File: src/core/tsp_pkg.sv
`default_nettype none
package tsp_pkg;
	// ************************************************************
	// Clock and conversion timing
	// ************************************************************
	localparam int CORE_CLK_MHZ    = 20;
	localparam int CONV_PERIOD_US  = 1000;
	localparam int CONV_CYCLES_DEF = CONV_PERIOD_US * CORE_CLK_MHZ;

	// ************************************************************
	// Serial bus address groups (upper four bits of 7-bit address) and broadcast codes (lower three bits)
	// ************************************************************
	localparam logic [3:0] SENS_GRP  = 4'h3;
	localparam logic [3:0] STORE_GRP = 4'hA;
	localparam logic [3:0] BCAST_GRP = 4'h6;
	localparam logic [2:0] BC_WP_CLR = 3'h4;
	localparam logic [2:0] BC_PAGE0  = 3'h6;
	localparam logic [2:0] BC_PAGE1  = 3'h7;

	// ************************************************************
	// Sensor register pointers and fields
	// ************************************************************
	localparam logic [7:0]  PTR_CAP       = 8'h00;
	localparam logic [7:0]  PTR_CFG       = 8'h01;
	localparam logic [7:0]  PTR_HIGH      = 8'h02;
	localparam logic [7:0]  PTR_CRIT      = 8'h03;
	localparam logic [7:0]  PTR_HYST      = 8'h04;
	localparam logic [7:0]  PTR_TEMP      = 8'h05;
	localparam int          CFG_RES_LSB   = 2;
	localparam int          CFG_EN_BIT    = 4;
	localparam int          CFG_CLR_BIT   = 5;
	localparam logic [4:0]  CFG_RST       = 5'h14;
	localparam logic [15:0] HLIM_RST      = 16'h0500;
	localparam logic [15:0] CLIM_RST      = 16'h05F0;
	localparam logic [15:0] HYST_RST      = 16'h0018;

	// ************************************************************
	// Presence-detect store layout
	// ************************************************************
	localparam int         STORE_BYTES = 512;
	localparam logic [8:0] RSV_LO      = 9'h100;
	localparam logic [8:0] RSV_HI      = 9'h13F;
	localparam logic [1:0] USER_BLK    = 2'h3;

	// ************************************************************
	// Register bus map
	// ************************************************************
	localparam logic [7:0] REG_CTRL     = 8'h00;
	localparam logic [7:0] REG_INT_STAT = 8'h04;
	localparam logic [7:0] REG_INT_MASK = 8'h08;
	localparam logic [7:0] REG_STATE    = 8'h0C;
	localparam int         INT_ALERT    = 0;
	localparam int         INT_WRITE    = 1;
	localparam int         INT_WP       = 2;
	localparam logic [1:0] RESP_OKAY    = 2'h0;
	localparam logic [1:0] RESP_SLVERR  = 2'h2;

	typedef enum logic [1:0] {
		MODE_INTR = 2'b00,
		MODE_COMP = 2'b01,
		MODE_CRIT = 2'b10
	} tsp_mode_t;

	typedef enum logic [1:0] {
		SEL_NONE  = 2'b00,
		SEL_SENS  = 2'b01,
		SEL_STORE = 2'b10,
		SEL_BCAST = 2'b11
	} tsp_sel_t;

	typedef enum logic [2:0] {
		PH_IDLE = 3'b000,
		PH_RX   = 3'b001,
		PH_ACKW = 3'b010,
		PH_TX   = 3'b011,
		PH_ACKR = 3'b100
	} tsp_phy_st_t;
endpackage : tsp_pkg
`default_nettype wire

File: src/core/tsp_ser_if.sv
`timescale 1ns/100ps
`default_nettype none
interface tsp_ser_if;
	logic       start;
	logic       stop;
	logic       addr_vld;
	logic       rx_vld;
	logic [7:0] byte_in;
	logic       ack_ok;
	logic       tx_take;
	logic [7:0] tx_byte;

	modport phy  (output start, stop, addr_vld, rx_vld, byte_in, tx_take,
	              input ack_ok, tx_byte);
	modport core (input start, stop, addr_vld, rx_vld, byte_in, tx_take,
	              output ack_ok, tx_byte);
endinterface : tsp_ser_if
`default_nettype wire

File: src/core/tsp_i2c_phy.sv
`timescale 1ns/100ps
`default_nettype none
module tsp_i2c_phy import tsp_pkg::*; (
	input  wire logic core_clk,
	input  wire logic reset_n,
	input  wire logic scl_in,
	input  wire logic sda_in,
	output logic      sda_out,
	output logic      sda_oe,
	tsp_ser_if.phy    ser
);
	typedef struct packed {
		tsp_phy_st_t st;
		logic [3:0]  cnt;
		logic [7:0]  sh;
		logic        is_addr;
		logic        rw;
		logic        oe;
		logic        scl_q;
		logic        sda_q;
	} tsp_phy_s_t;

	tsp_phy_s_t s_r, s_nxt;
	logic       rise;
	logic       fall;

	// Open drain: only ever pulls low
	assign sda_out = 1'b0;
	assign sda_oe  = s_r.oe;
	assign ser.byte_in = s_r.sh;

	// ************************************************************
	// Bit engine, bit timing from serial clock edges, start and stop from data edges
	// ************************************************************
	always_comb begin
		s_nxt = s_r;
		ser.start = 1'b0;
		ser.stop = 1'b0;
		ser.addr_vld = 1'b0;
		ser.rx_vld = 1'b0;
		ser.tx_take = 1'b0;
		s_nxt.scl_q = scl_in;
		s_nxt.sda_q = sda_in;
		rise = ~s_r.scl_q & scl_in;
		fall = s_r.scl_q & ~scl_in;
		if (s_r.scl_q & scl_in & s_r.sda_q & ~sda_in) begin
			ser.start = 1'b1;  // Start or repeated start
			s_nxt.st = PH_RX;
			s_nxt.cnt = 4'h0;
			s_nxt.is_addr = 1'b1;
			s_nxt.rw = 1'b0;
			s_nxt.oe = 1'b0;
		end else if (s_r.scl_q & scl_in & ~s_r.sda_q & sda_in) begin
			ser.stop = 1'b1;
			s_nxt.st = PH_IDLE;
			s_nxt.oe = 1'b0;
		end else begin
			case (s_r.st)
				PH_RX: begin
					if (rise) begin
						s_nxt.sh = {s_r.sh[6:0], sda_in};
						s_nxt.cnt = s_r.cnt + 4'h1;
					end else if (fall && s_r.cnt == 4'h8) begin
						ser.addr_vld = s_r.is_addr;
						ser.rx_vld = ~s_r.is_addr;
						if (ser.ack_ok) begin
							s_nxt.st = PH_ACKW;
							s_nxt.oe = 1'b1;
							if (s_r.is_addr)
								s_nxt.rw = s_r.sh[0];
						end else begin
							s_nxt.st = PH_IDLE;
						end
					end
				end
				PH_ACKW: begin
					if (fall) begin
						s_nxt.is_addr = 1'b0;
						s_nxt.cnt = 4'h0;
						if (s_r.rw) begin
							ser.tx_take = 1'b1;
							s_nxt.sh = ser.tx_byte;
							s_nxt.oe = ~ser.tx_byte[7];
							s_nxt.st = PH_TX;
						end else begin
							s_nxt.oe = 1'b0;
							s_nxt.st = PH_RX;
						end
					end
				end
				PH_TX: begin
					if (rise) begin
						s_nxt.cnt = s_r.cnt + 4'h1;
					end else if (fall) begin
						if (s_r.cnt == 4'h8) begin
							s_nxt.oe = 1'b0;
							s_nxt.st = PH_ACKR;
						end else begin
							s_nxt.sh = {s_r.sh[6:0], 1'b0};
							s_nxt.oe = ~s_r.sh[6];
						end
					end
				end
				PH_ACKR: begin
					if (rise) begin
						if (sda_in)
							s_nxt.st = PH_IDLE;  // Host refused, end of read
						else
							s_nxt.cnt = 4'h9;
					end else if (fall && s_r.cnt == 4'h9) begin
						ser.tx_take = 1'b1;
						s_nxt.sh = ser.tx_byte;
						s_nxt.oe = ~ser.tx_byte[7];
						s_nxt.cnt = 4'h0;
						s_nxt.st = PH_TX;
					end
				end
				default: begin
					s_nxt.st = PH_IDLE;
				end
			endcase
		end
	end

	// State register
	always_ff @(posedge core_clk or negedge reset_n) begin
		if (!reset_n) begin
			s_r <= '0;
			s_r.scl_q <= 1'b1;
			s_r.sda_q <= 1'b1;
		end else begin
			s_r <= s_nxt;
		end
	end
endmodule : tsp_i2c_phy
`default_nettype wire

File: src/core/tsp_thermal_store.sv
`timescale 1ns/100ps
`default_nettype none
module tsp_thermal_store import tsp_pkg::*; #(
	parameter int CONV_CYCLES = CONV_CYCLES_DEF
) (
	input  wire logic        core_clk,
	input  wire logic        reset_n,
	input  wire logic        scl_in,
	input  wire logic        sda_in,
	output logic             sda_out,
	output logic             sda_oe,
	output logic             event_alert_out,
	output logic             event_alert_oe,
	input  wire logic [2:0]  slave_addr_select,
	input  wire logic [15:0] temp_sample,
	input  wire logic        backup_ready_status,
	input  wire logic [7:0]  s_axi_awaddr,
	input  wire logic        s_axi_awvalid,
	output logic             s_axi_awready,
	input  wire logic [31:0] s_axi_wdata,
	input  wire logic [3:0]  s_axi_wstrb,
	input  wire logic        s_axi_wvalid,
	output logic             s_axi_wready,
	output logic [1:0]       s_axi_bresp,
	output logic             s_axi_bvalid,
	input  wire logic        s_axi_bready,
	input  wire logic [7:0]  s_axi_araddr,
	input  wire logic        s_axi_arvalid,
	output logic             s_axi_arready,
	output logic [31:0]      s_axi_rdata,
	output logic [1:0]       s_axi_rresp,
	output logic             s_axi_rvalid,
	input  wire logic        s_axi_rready,
	output logic             irq
);
	typedef struct packed {
		tsp_sel_t    sel;
		logic        first;
		logic        hi_byte;
		logic [7:0]  ptr;
		logic [7:0]  wbuf;
		logic [7:0]  sa;
		logic        page;
		logic [3:0]  wp;
		logic [15:0] conv;
		logic [15:0] temp;
		logic [4:0]  cfg;
		logic [15:0] hlim;
		logic [15:0] clim;
		logic [15:0] hyst;
		logic        latch;
		logic        crit_hold;
		logic        hot_q;
		logic        alert_q;
		logic        oe;
		logic        bk;
		logic [2:0]  ist;
		logic [2:0]  imask;
		logic        aw_got;
		logic [7:0]  aw_a;
		logic        w_got;
		logic [31:0] wd;
		logic [3:0]  ws;
		logic        bv;
		logic [1:0]  br;
		logic        rv;
		logic [31:0] rd;
		logic [1:0]  rr;
	} tsp_core_s_t;

	tsp_core_s_t s_r, s_nxt;
	logic [7:0]  mem [0:STORE_BYTES-1];
	logic        mem_we;
	logic [8:0]  mem_wa;
	logic [7:0]  mem_wd;
	logic [8:0]  maddr;
	logic        rsv;
	logic [15:0] sword;
	logic [15:0] cool_lim;
	logic        hot;
	logic        crit;
	logic        act;
	logic [2:0]  bc;

	tsp_ser_if ser ();

	tsp_i2c_phy u_phy (
		.core_clk (core_clk),
		.reset_n  (reset_n),
		.scl_in   (scl_in),
		.sda_in   (sda_in),
		.sda_out  (sda_out),
		.sda_oe   (sda_oe),
		.ser      (ser.phy)
	);

	// ************************************************************
	// Decoders
	// ************************************************************
	function automatic logic axi_known(input logic [7:0] a);
		axi_known = (a == REG_CTRL) || (a == REG_INT_STAT) ||
		            (a == REG_INT_MASK) || (a == REG_STATE);
	endfunction : axi_known

	function automatic logic [15:0] sens_word(input logic [7:0] p, input tsp_core_s_t c);
		case (p)
			PTR_CAP:  sens_word = {8'h00, 3'h0, c.cfg[CFG_RES_LSB+:2], 3'h1};
			PTR_CFG:  sens_word = {8'h00, 1'b0, c.latch, 1'b0, c.cfg};
			PTR_HIGH: sens_word = c.hlim;
			PTR_CRIT: sens_word = c.clim;
			PTR_HYST: sens_word = c.hyst;
			PTR_TEMP: sens_word = c.temp;
			default:  sens_word = 16'h0000;
		endcase
	endfunction : sens_word

	// ************************************************************
	// Outputs
	// ************************************************************
	assign event_alert_out = 1'b0;
	assign event_alert_oe  = s_r.oe;
	assign irq             = |(s_r.ist & s_r.imask);
	assign s_axi_awready   = ~s_r.aw_got & ~s_r.bv;
	assign s_axi_wready    = ~s_r.w_got & ~s_r.bv;
	assign s_axi_bvalid    = s_r.bv;
	assign s_axi_bresp     = s_r.br;
	assign s_axi_arready   = ~s_r.rv;
	assign s_axi_rvalid    = s_r.rv;
	assign s_axi_rdata     = s_r.rd;
	assign s_axi_rresp     = s_r.rr;

	// Store address, reserved range forced to zero
	assign maddr    = {s_r.page, s_r.sa};
	assign rsv      = (maddr >= RSV_LO) && (maddr <= RSV_HI);
	assign sword    = sens_word(s_r.ptr, s_r);
	assign cool_lim = s_r.clim - s_r.hyst;
	assign hot      = $signed(s_r.temp) > $signed(s_r.hlim);
	assign crit     = $signed(s_r.temp) > $signed(s_r.clim);
	assign bc       = ser.byte_in[3:1];

	// ************************************************************
	// Next-state logic
	// ************************************************************
	always_comb begin
		s_nxt = s_r;
		mem_we = 1'b0;
		mem_wa = maddr;
		mem_wd = ser.byte_in;
		act = 1'b0;
		ser.ack_ok = 1'b0;
		ser.tx_byte = 8'h00;

		// Read data toward the serial host
		if (s_r.sel == SEL_SENS)
			ser.tx_byte = s_r.hi_byte ? sword[15:8] : sword[7:0];
		else if (s_r.sel == SEL_STORE)
			ser.tx_byte = rsv ? 8'h00 : mem[maddr];

		// Periodic refresh of the temperature register
		if (s_r.conv == 16'(CONV_CYCLES - 1)) begin
			s_nxt.conv = 16'h0000;
			s_nxt.temp = temp_sample & (16'hFFFF << (2'd3 - s_r.cfg[CFG_RES_LSB+:2]));
		end else begin
			s_nxt.conv = s_r.conv + 16'h0001;
		end

		// Address phase
		if (ser.addr_vld) begin
			if (ser.byte_in[7:1] == {SENS_GRP, slave_addr_select}) begin
				ser.ack_ok = 1'b1;
				s_nxt.sel = SEL_SENS;
				s_nxt.hi_byte = 1'b1;
				s_nxt.first = ~ser.byte_in[0];
			end else if (ser.byte_in[7:1] == {STORE_GRP, slave_addr_select}) begin
				ser.ack_ok = 1'b1;
				s_nxt.sel = SEL_STORE;
				s_nxt.first = ~ser.byte_in[0];
			end else if (ser.byte_in[7:4] == BCAST_GRP && !ser.byte_in[0]) begin
				ser.ack_ok = 1'b1;
				s_nxt.sel = SEL_BCAST;
				if (!bc[2] && bc[1:0] != USER_BLK)
					s_nxt.wp[bc[1:0]] = 1'b1;
				else if (bc == BC_WP_CLR)
					s_nxt.wp = 4'h0;
				else if (bc == BC_PAGE0)
					s_nxt.page = 1'b0;
				else if (bc == BC_PAGE1)
					s_nxt.page = 1'b1;
			end else begin
				s_nxt.sel = SEL_NONE;
			end
		end

		// Written data bytes
		if (ser.rx_vld) begin
			ser.ack_ok = (s_r.sel != SEL_NONE);
			if (s_r.sel == SEL_SENS) begin
				if (s_r.first) begin
					s_nxt.ptr = ser.byte_in;
					s_nxt.first = 1'b0;
				end else if (s_r.hi_byte) begin
					s_nxt.wbuf = ser.byte_in;
					s_nxt.hi_byte = 1'b0;
				end else begin
					s_nxt.hi_byte = 1'b1;
					case (s_r.ptr)
						PTR_CFG: begin
							s_nxt.cfg = ser.byte_in[4:0];
							if (ser.byte_in[CFG_CLR_BIT])
								s_nxt.latch = 1'b0;
						end
						PTR_HIGH: s_nxt.hlim = {s_r.wbuf, ser.byte_in};
						PTR_CRIT: s_nxt.clim = {s_r.wbuf, ser.byte_in};
						PTR_HYST: s_nxt.hyst = {s_r.wbuf, ser.byte_in};
						default: ;
					endcase
				end
			end else if (s_r.sel == SEL_STORE) begin
				if (s_r.first) begin
					s_nxt.sa = ser.byte_in;
					s_nxt.first = 1'b0;
				end else begin
					s_nxt.sa = s_r.sa + 8'h01;
					// Protected blocks and reserved bytes drop the write
					if (!rsv && (maddr[8:7] == USER_BLK || !s_r.wp[maddr[8:7]])) begin
						mem_we = 1'b1;
						s_nxt.ist[INT_WRITE] = 1'b1;
					end
				end
			end
		end

		// Read byte consumed by the bit engine
		if (ser.tx_take) begin
			if (s_r.sel == SEL_SENS)
				s_nxt.hi_byte = ~s_r.hi_byte;
			else if (s_r.sel == SEL_STORE)
				s_nxt.sa = s_r.sa + 8'h01;
		end
		if (ser.start || ser.stop)
			s_nxt.sel = SEL_NONE;

		// Alert behaviour
		s_nxt.hot_q = hot;
		if (hot && !s_r.hot_q)
			s_nxt.latch = 1'b1;
		if (crit)
			s_nxt.crit_hold = 1'b1;
		else if ($signed(s_r.temp) < $signed(cool_lim))
			s_nxt.crit_hold = 1'b0;
		case (tsp_mode_t'(s_r.cfg[1:0]))
			MODE_INTR: act = s_r.latch | crit;
			MODE_COMP: act = hot | crit;
			MODE_CRIT: act = s_r.crit_hold;
			default:   act = hot | crit;
		endcase
		s_nxt.alert_q = act & s_r.cfg[CFG_EN_BIT];
		s_nxt.oe = s_nxt.alert_q | (s_r.bk & ~backup_ready_status);

		// Register bus write
		if (s_axi_awvalid && s_axi_awready) begin
			s_nxt.aw_got = 1'b1;
			s_nxt.aw_a = s_axi_awaddr;
		end
		if (s_axi_wvalid && s_axi_wready) begin
			s_nxt.w_got = 1'b1;
			s_nxt.wd = s_axi_wdata;
			s_nxt.ws = s_axi_wstrb;
		end
		if (s_r.aw_got && s_r.w_got) begin
			s_nxt.aw_got = 1'b0;
			s_nxt.w_got = 1'b0;
			s_nxt.bv = 1'b1;
			s_nxt.br = axi_known(s_r.aw_a) ? RESP_OKAY : RESP_SLVERR;
			if (s_r.ws[0]) begin
				case (s_r.aw_a)
					REG_CTRL:     s_nxt.bk = s_r.wd[0];
					REG_INT_STAT: s_nxt.ist = s_nxt.ist & ~s_r.wd[2:0];
					REG_INT_MASK: s_nxt.imask = s_r.wd[2:0];
					default: ;
				endcase
			end
		end
		if (s_r.bv && s_axi_bready)
			s_nxt.bv = 1'b0;

		// Register bus read
		if (s_axi_arvalid && !s_r.rv) begin
			s_nxt.rv = 1'b1;
			s_nxt.rr = axi_known(s_axi_araddr) ? RESP_OKAY : RESP_SLVERR;
			case (s_axi_araddr)
				REG_CTRL:     s_nxt.rd = {31'h0, s_r.bk};
				REG_INT_STAT: s_nxt.rd = {29'h0, s_r.ist};
				REG_INT_MASK: s_nxt.rd = {29'h0, s_r.imask};
				REG_STATE:    s_nxt.rd = {9'h0, s_r.page, s_r.wp, backup_ready_status,
				                          s_r.alert_q, s_r.temp};
				default:      s_nxt.rd = 32'h0;
			endcase
		end
		if (s_r.rv && s_axi_rready)
			s_nxt.rv = 1'b0;

		// Sticky events, set wins over clear
		if (s_nxt.alert_q && !s_r.alert_q)
			s_nxt.ist[INT_ALERT] = 1'b1;
		if (s_nxt.wp != s_r.wp)
			s_nxt.ist[INT_WP] = 1'b1;
		if (mem_we)
			s_nxt.ist[INT_WRITE] = 1'b1;
	end

	// ************************************************************
	// Storage
	// ************************************************************
	// State register
	always_ff @(posedge core_clk or negedge reset_n) begin
		if (!reset_n) begin
			s_r <= '0;
			s_r.cfg <= CFG_RST;
			s_r.hlim <= HLIM_RST;
			s_r.clim <= CLIM_RST;
			s_r.hyst <= HYST_RST;
		end else begin
			s_r <= s_nxt;
		end
	end

	// Store array write port
	always_ff @(posedge core_clk) begin
		if (mem_we)
			mem[mem_wa] <= mem_wd;
	end
endmodule : tsp_thermal_store
`default_nettype wire

File: config.mk
export PLATFORM = sky130hd
export DESIGN_NAME = tsp_thermal_store
export DESIGN_NICKNAME = d
export VERILOG_FILES = /design/src/core/tsp_pkg.sv /design/src/core/tsp_ser_if.sv /design/src/core/tsp_i2c_phy.sv /design/src/core/tsp_thermal_store.sv
export SDC_FILE = /design/constraint.sdc
export NUM_CORES = 2
export LEC_CHECK = 0
export BUFFER_PORTS_ARGS = -buffer_cell sky130_fd_sc_hd__clkbuf_2
export CAP_MARGIN = 0
export CORE_UTILIZATION = 45
export DETAILED_ROUTE_END_ITERATION = 12
export PLACE_DENSITY_LB_ADDON = 0.1
export SYNTH_ARGS = -nofsm -noshare
export SYNTH_HDL_FRONTEND = slang
export SYNTH_SLANG_ARGS = --single-unit
File: constraint.sdc
create_clock -name core_clk -period 15.6 [get_ports core_clk]
set_input_delay 3.12 -clock core_clk [delete_from_list [all_inputs] [get_ports core_clk]]
set_output_delay 3.12 -clock core_clk [all_outputs]
set_load 0.02 [all_outputs]
==> flow_summary.json <==
{
  "clkTransAtPathRegs_ns": 0.06,
  "outcome": "finished with violations",
  "clock-root-buffer": "clkbuf_16",
  "start_util_pct": 45.3,
  "grt_max_degree": 206,
  "grtUsageTotal_pct": 25.1,
  "syn_inst": 8391,
  "hold_viol": 0,
  "violations": "capacitance limit, slew limit",
  "rsz0062_at_grt": "false",
  "cts_buffers": 448,
  "worst_hold_path.endpoint": "s_r[95]$_DFFE_PN0P_",
  "synth-async-reset-ratio_pct": 4.46,
  "syn_avg_cell_area_um2": 20.2,
  "drt_wl_total_um": 477000,
  "hp-start": "s_r[93]$_DFF_PN0_",
  "dieHeight_um": 615,
  "synth-edff-count": 4096,
  "post_cts_buffers": 0,
  "fmax_ghz": 0.138,
  "drtIter0Drc": 9997,
  "final_util_pct": 51.2,
  "power.density_mw_per_mm2": 131,
  "rows": 224,
  "power_mw": 25.0,
  "reg2reg_to": "u_phy.ser.byte_in[7]$_DFFE_PN0P_",
  "final_cells": 14500,
  "cts_sinks": 4287,
  "cts_tree": "built",
  "skew_ns": 0.0491,
  "grt_pass1_vias": 86900,
  "crit_type": "reg2reg",
  "cts_htree_levels": 5,
  "antenna_found_initial": 25,
  "dieArea_mm2": 0.378,
  "crit_fanout": 45,
  "fin_setup_tns_ns": 0,
  "ctsResizeCount": 0,
  "worstRegToRegCells": 12,
  "drv_cap": 1,
  "cts_hold_buffers": 0,
  "register_area_mm2": 0.128,
  "post-route-period-util_pct": 46.3,
  "grt-ovfl-total": 0,
  "synth_ff_type": "edfxtp_1",
  "wire_per_inst_um": 32.9,
  "vias_per_cell": 5.94,
  "core_mm2": 0.373,
  "synth.cell_area_mm2": 0.169,
  "synth_area_leader_cell": "edfxtp_1",
  "synth_top_area_share_pct": 72.7,
  "cp_data_required_time_ns": 16.42,
  "cp-end-kind": "register",
  "reg2reg_slack_ns": 8.37,
  "min_path_cells": 1,
  "place_hpwl_um": 298000,
  "remaining_drc_errors": 0,
  "vias": 86000,
  "yosys_warnings": 0,
  "critPathArrivalTime_ns": 8.05,
  "period_needed_ns": 7.23,
  "grt_pass1_wl_um": 671000,
  "port_buffers": 81,
  "syn_to_final_growth_pct": 12.9,
  "setup_viol": 0,
  "fillers": 29900,
  "hp-class": "reg2reg",
  "r2r_start": "maddr[1]$_DFF_PN0_",
  "clkLatencyLatePin_ns": 0.99,
  "seq_area_frac_synth_pct": 75.6,
  "placed_cells": 13600,
  "ys_types": 81,
  "leakagePower_nw": 60.5,
  "synth.top_cells.by_area": "edfxtp_1, mux4_2, dfrtp_1, mux2i_1, nor2_1",
  "slew_violations": 2,
  "firstDrtPassIters": 6,
  "maxSlewHeadroom_pct": -5.32,
  "ys_seq_elements": 4287,
  "final_nets": 9276,
  "final_antenna_net_count": 0,
  "cp-start-kind": "register",
  "io-pin-count": 127,
  "place_congestion": 0.902,
  "clock_path_buffers": 4,
  "multi_input_area_mm2": 0.0404,
  "worst_pin_slew_ns": 1.56,
  "drive_above_1_share_pct": 21.9,
  "ir_drop_v": 0.000119,
  "die_x_um": 615
}
## through the flow
step           setup WS, ns  hold WS [ns]  cell area (um2)
2_1_floorplan          7.10         0.412           171000
3_3_place_gp           7.74         0.423           177000
3_5_place_dp           7.67         0.439           177000
4_1_cts                8.40         0.452           191000
5_1_grt                8.01         0.488           191000
6_report               8.37         0.447           191000
## cell type report
cell class / instances / share of cell area, %
Clock buffer: 563 / 6.15
Sequential cell: 4287 / 66.9
Clock inverter: 256 / 1.15
Timing Repair Buffer: 300 / 1.17
Inverter: 83 / 0.170
Tap cell: 4972 / 3.26
Antenna cell: 9 / 0.0118
Multi-Input combinational cell: 4004 / 21.2
## flip-flops by register name, indices dropped and copies added, names as in the netlist
name               flops
mem                 4096
s_r                  134
s_axi_rdata           23
u_phy.s_r             11
maddr                  9
u_phy.ser.byte_in      8
event_alert_oe         1
s_axi_bresp            1
s_axi_bvalid           1
s_axi_rresp            1
s_axi_rvalid           1
u_phy.sda_oe           1
## placed cells by master (no fill, tap or decap), types with 17 or more instances in the layout
cell type  Yosys  routed
a211oi_1      18      18
a21oi_1      146     146
a221oi_1      48      48
a22o_1        53      53
a22oi_1      154     154
a31oi_1       39      39
and3_1        26      25
buf_4        105     205
bufinv_16      0      30
clkbuf_1     249     109
clkbuf_16      0     452
clkbuf_2       1      80
clkinv_1       1     112
clkinv_2       0      78
conb_1         1     501
dfrtp_1      177     164
edfxtp_1    4096    4096
ha_1          70      70
inv_1         82      80
mux2_2        95      95
mux2i_1      256     255
mux4_2      1001    1001
nand2_1      309     291
nand2b_1      19      19
nand3_1       67      67
nand4_1       36      36
nor2_1       579     568
nor2b_1       28      25
nor3_1        47      45
o21ai_0      191     191
o221ai_1      25      25
o22ai_1       41      41
xor2_1        17      17
## per-layer routing
| layer | vias up | global-route usage [%] | wire length (um) |
|---|---|---|---|
| met4 | 4 | 8.41 | 17600 |
| met2 | 3460 | 40.9 | 230000 |
| li1 | 35600 | - | - |
| met3 | 728 | 5.17 | 38500 |
| met5 | - | 0 | 22 |
| met1 | 46100 | 33.9 | 191000 |
## synth_stat cells (53+ instances only)
cell,instances
mux2_2,95
a22o_1,53
a22oi_1,154
nand2_1,309
clkbuf_1,249
dfrtp_1,177
mux2i_1,256
ha_1,70
nor2_1,579
inv_1,82
buf_2,103
o21ai_0,191
mux4_2,1001
buf_4,105
a21oi_1,146
edfxtp_1,4096
nand3_1,67
## worst max-delay path by stage
| stage | from | to | slack (ns) |
|---|---|---|---|
| global route | maddr[1]$_DFF_PN0_ | u_phy.ser.byte_in[5]$_DFFE_PN0P_ | 8.01 |
| detailed placement | sda_in | mem[164][4]$_DFFE_PP_ | 7.67 |
| global placement | sda_in | mem[174][1]$_DFFE_PP_ | 7.74 |
| finish | maddr[1]$_DFF_PN0_ | u_phy.ser.byte_in[7]$_DFFE_PN0P_ | 8.37 |
| floorplan | u_phy.ser.byte_in[4]$_DFFE_PN0P_ | u_phy.sda_oe$_DFFE_PN0P_ | 7.10 |
| CTS | maddr[1]$_DFF_PN0_ | u_phy.ser.byte_in[5]$_DFFE_PN0P_ | 8.40 |
## worst max-delay path, stage by stage, from the launching register on
cell and delay [ns]:
dfrtp_4 0.76, buf_4 0.60, buf_4 0.65, buf_4 0.67, mux4_2 0.40, a22o_1 0.25
a221oi_1 0.62, a31oi_1 0.27, nor4_1 0.80, and4_1 0.50, a41oi_1 0.74, a31oi_1 0.58
a221oi_1 0.13
## power by group
| group | total [mW] | switching (mW) | internal [mW] |
|---|---|---|---|
| registers | 13.7 | 0.155 | 13.5 |
| logic | 1.05 | 0.903 | 0.149 |
| clock network | 10.3 | 4.45 | 5.81 |
## cells by family (layout without fill, tap and decap cells)
family,count (synthesis),count (layout),synth area share (%)
mux,1352,1352,15.5
buf+inv,600,1202,1.80
flops,4287,4287,75.6
xor+xnor,33,33,0.171
other cells,1,510,0.00222
compound gates,848,848,3.38
simple gates,1199,1199,3.09
fa+ha+maj,71,71,0.530
(Power assumes the default switching activity.)
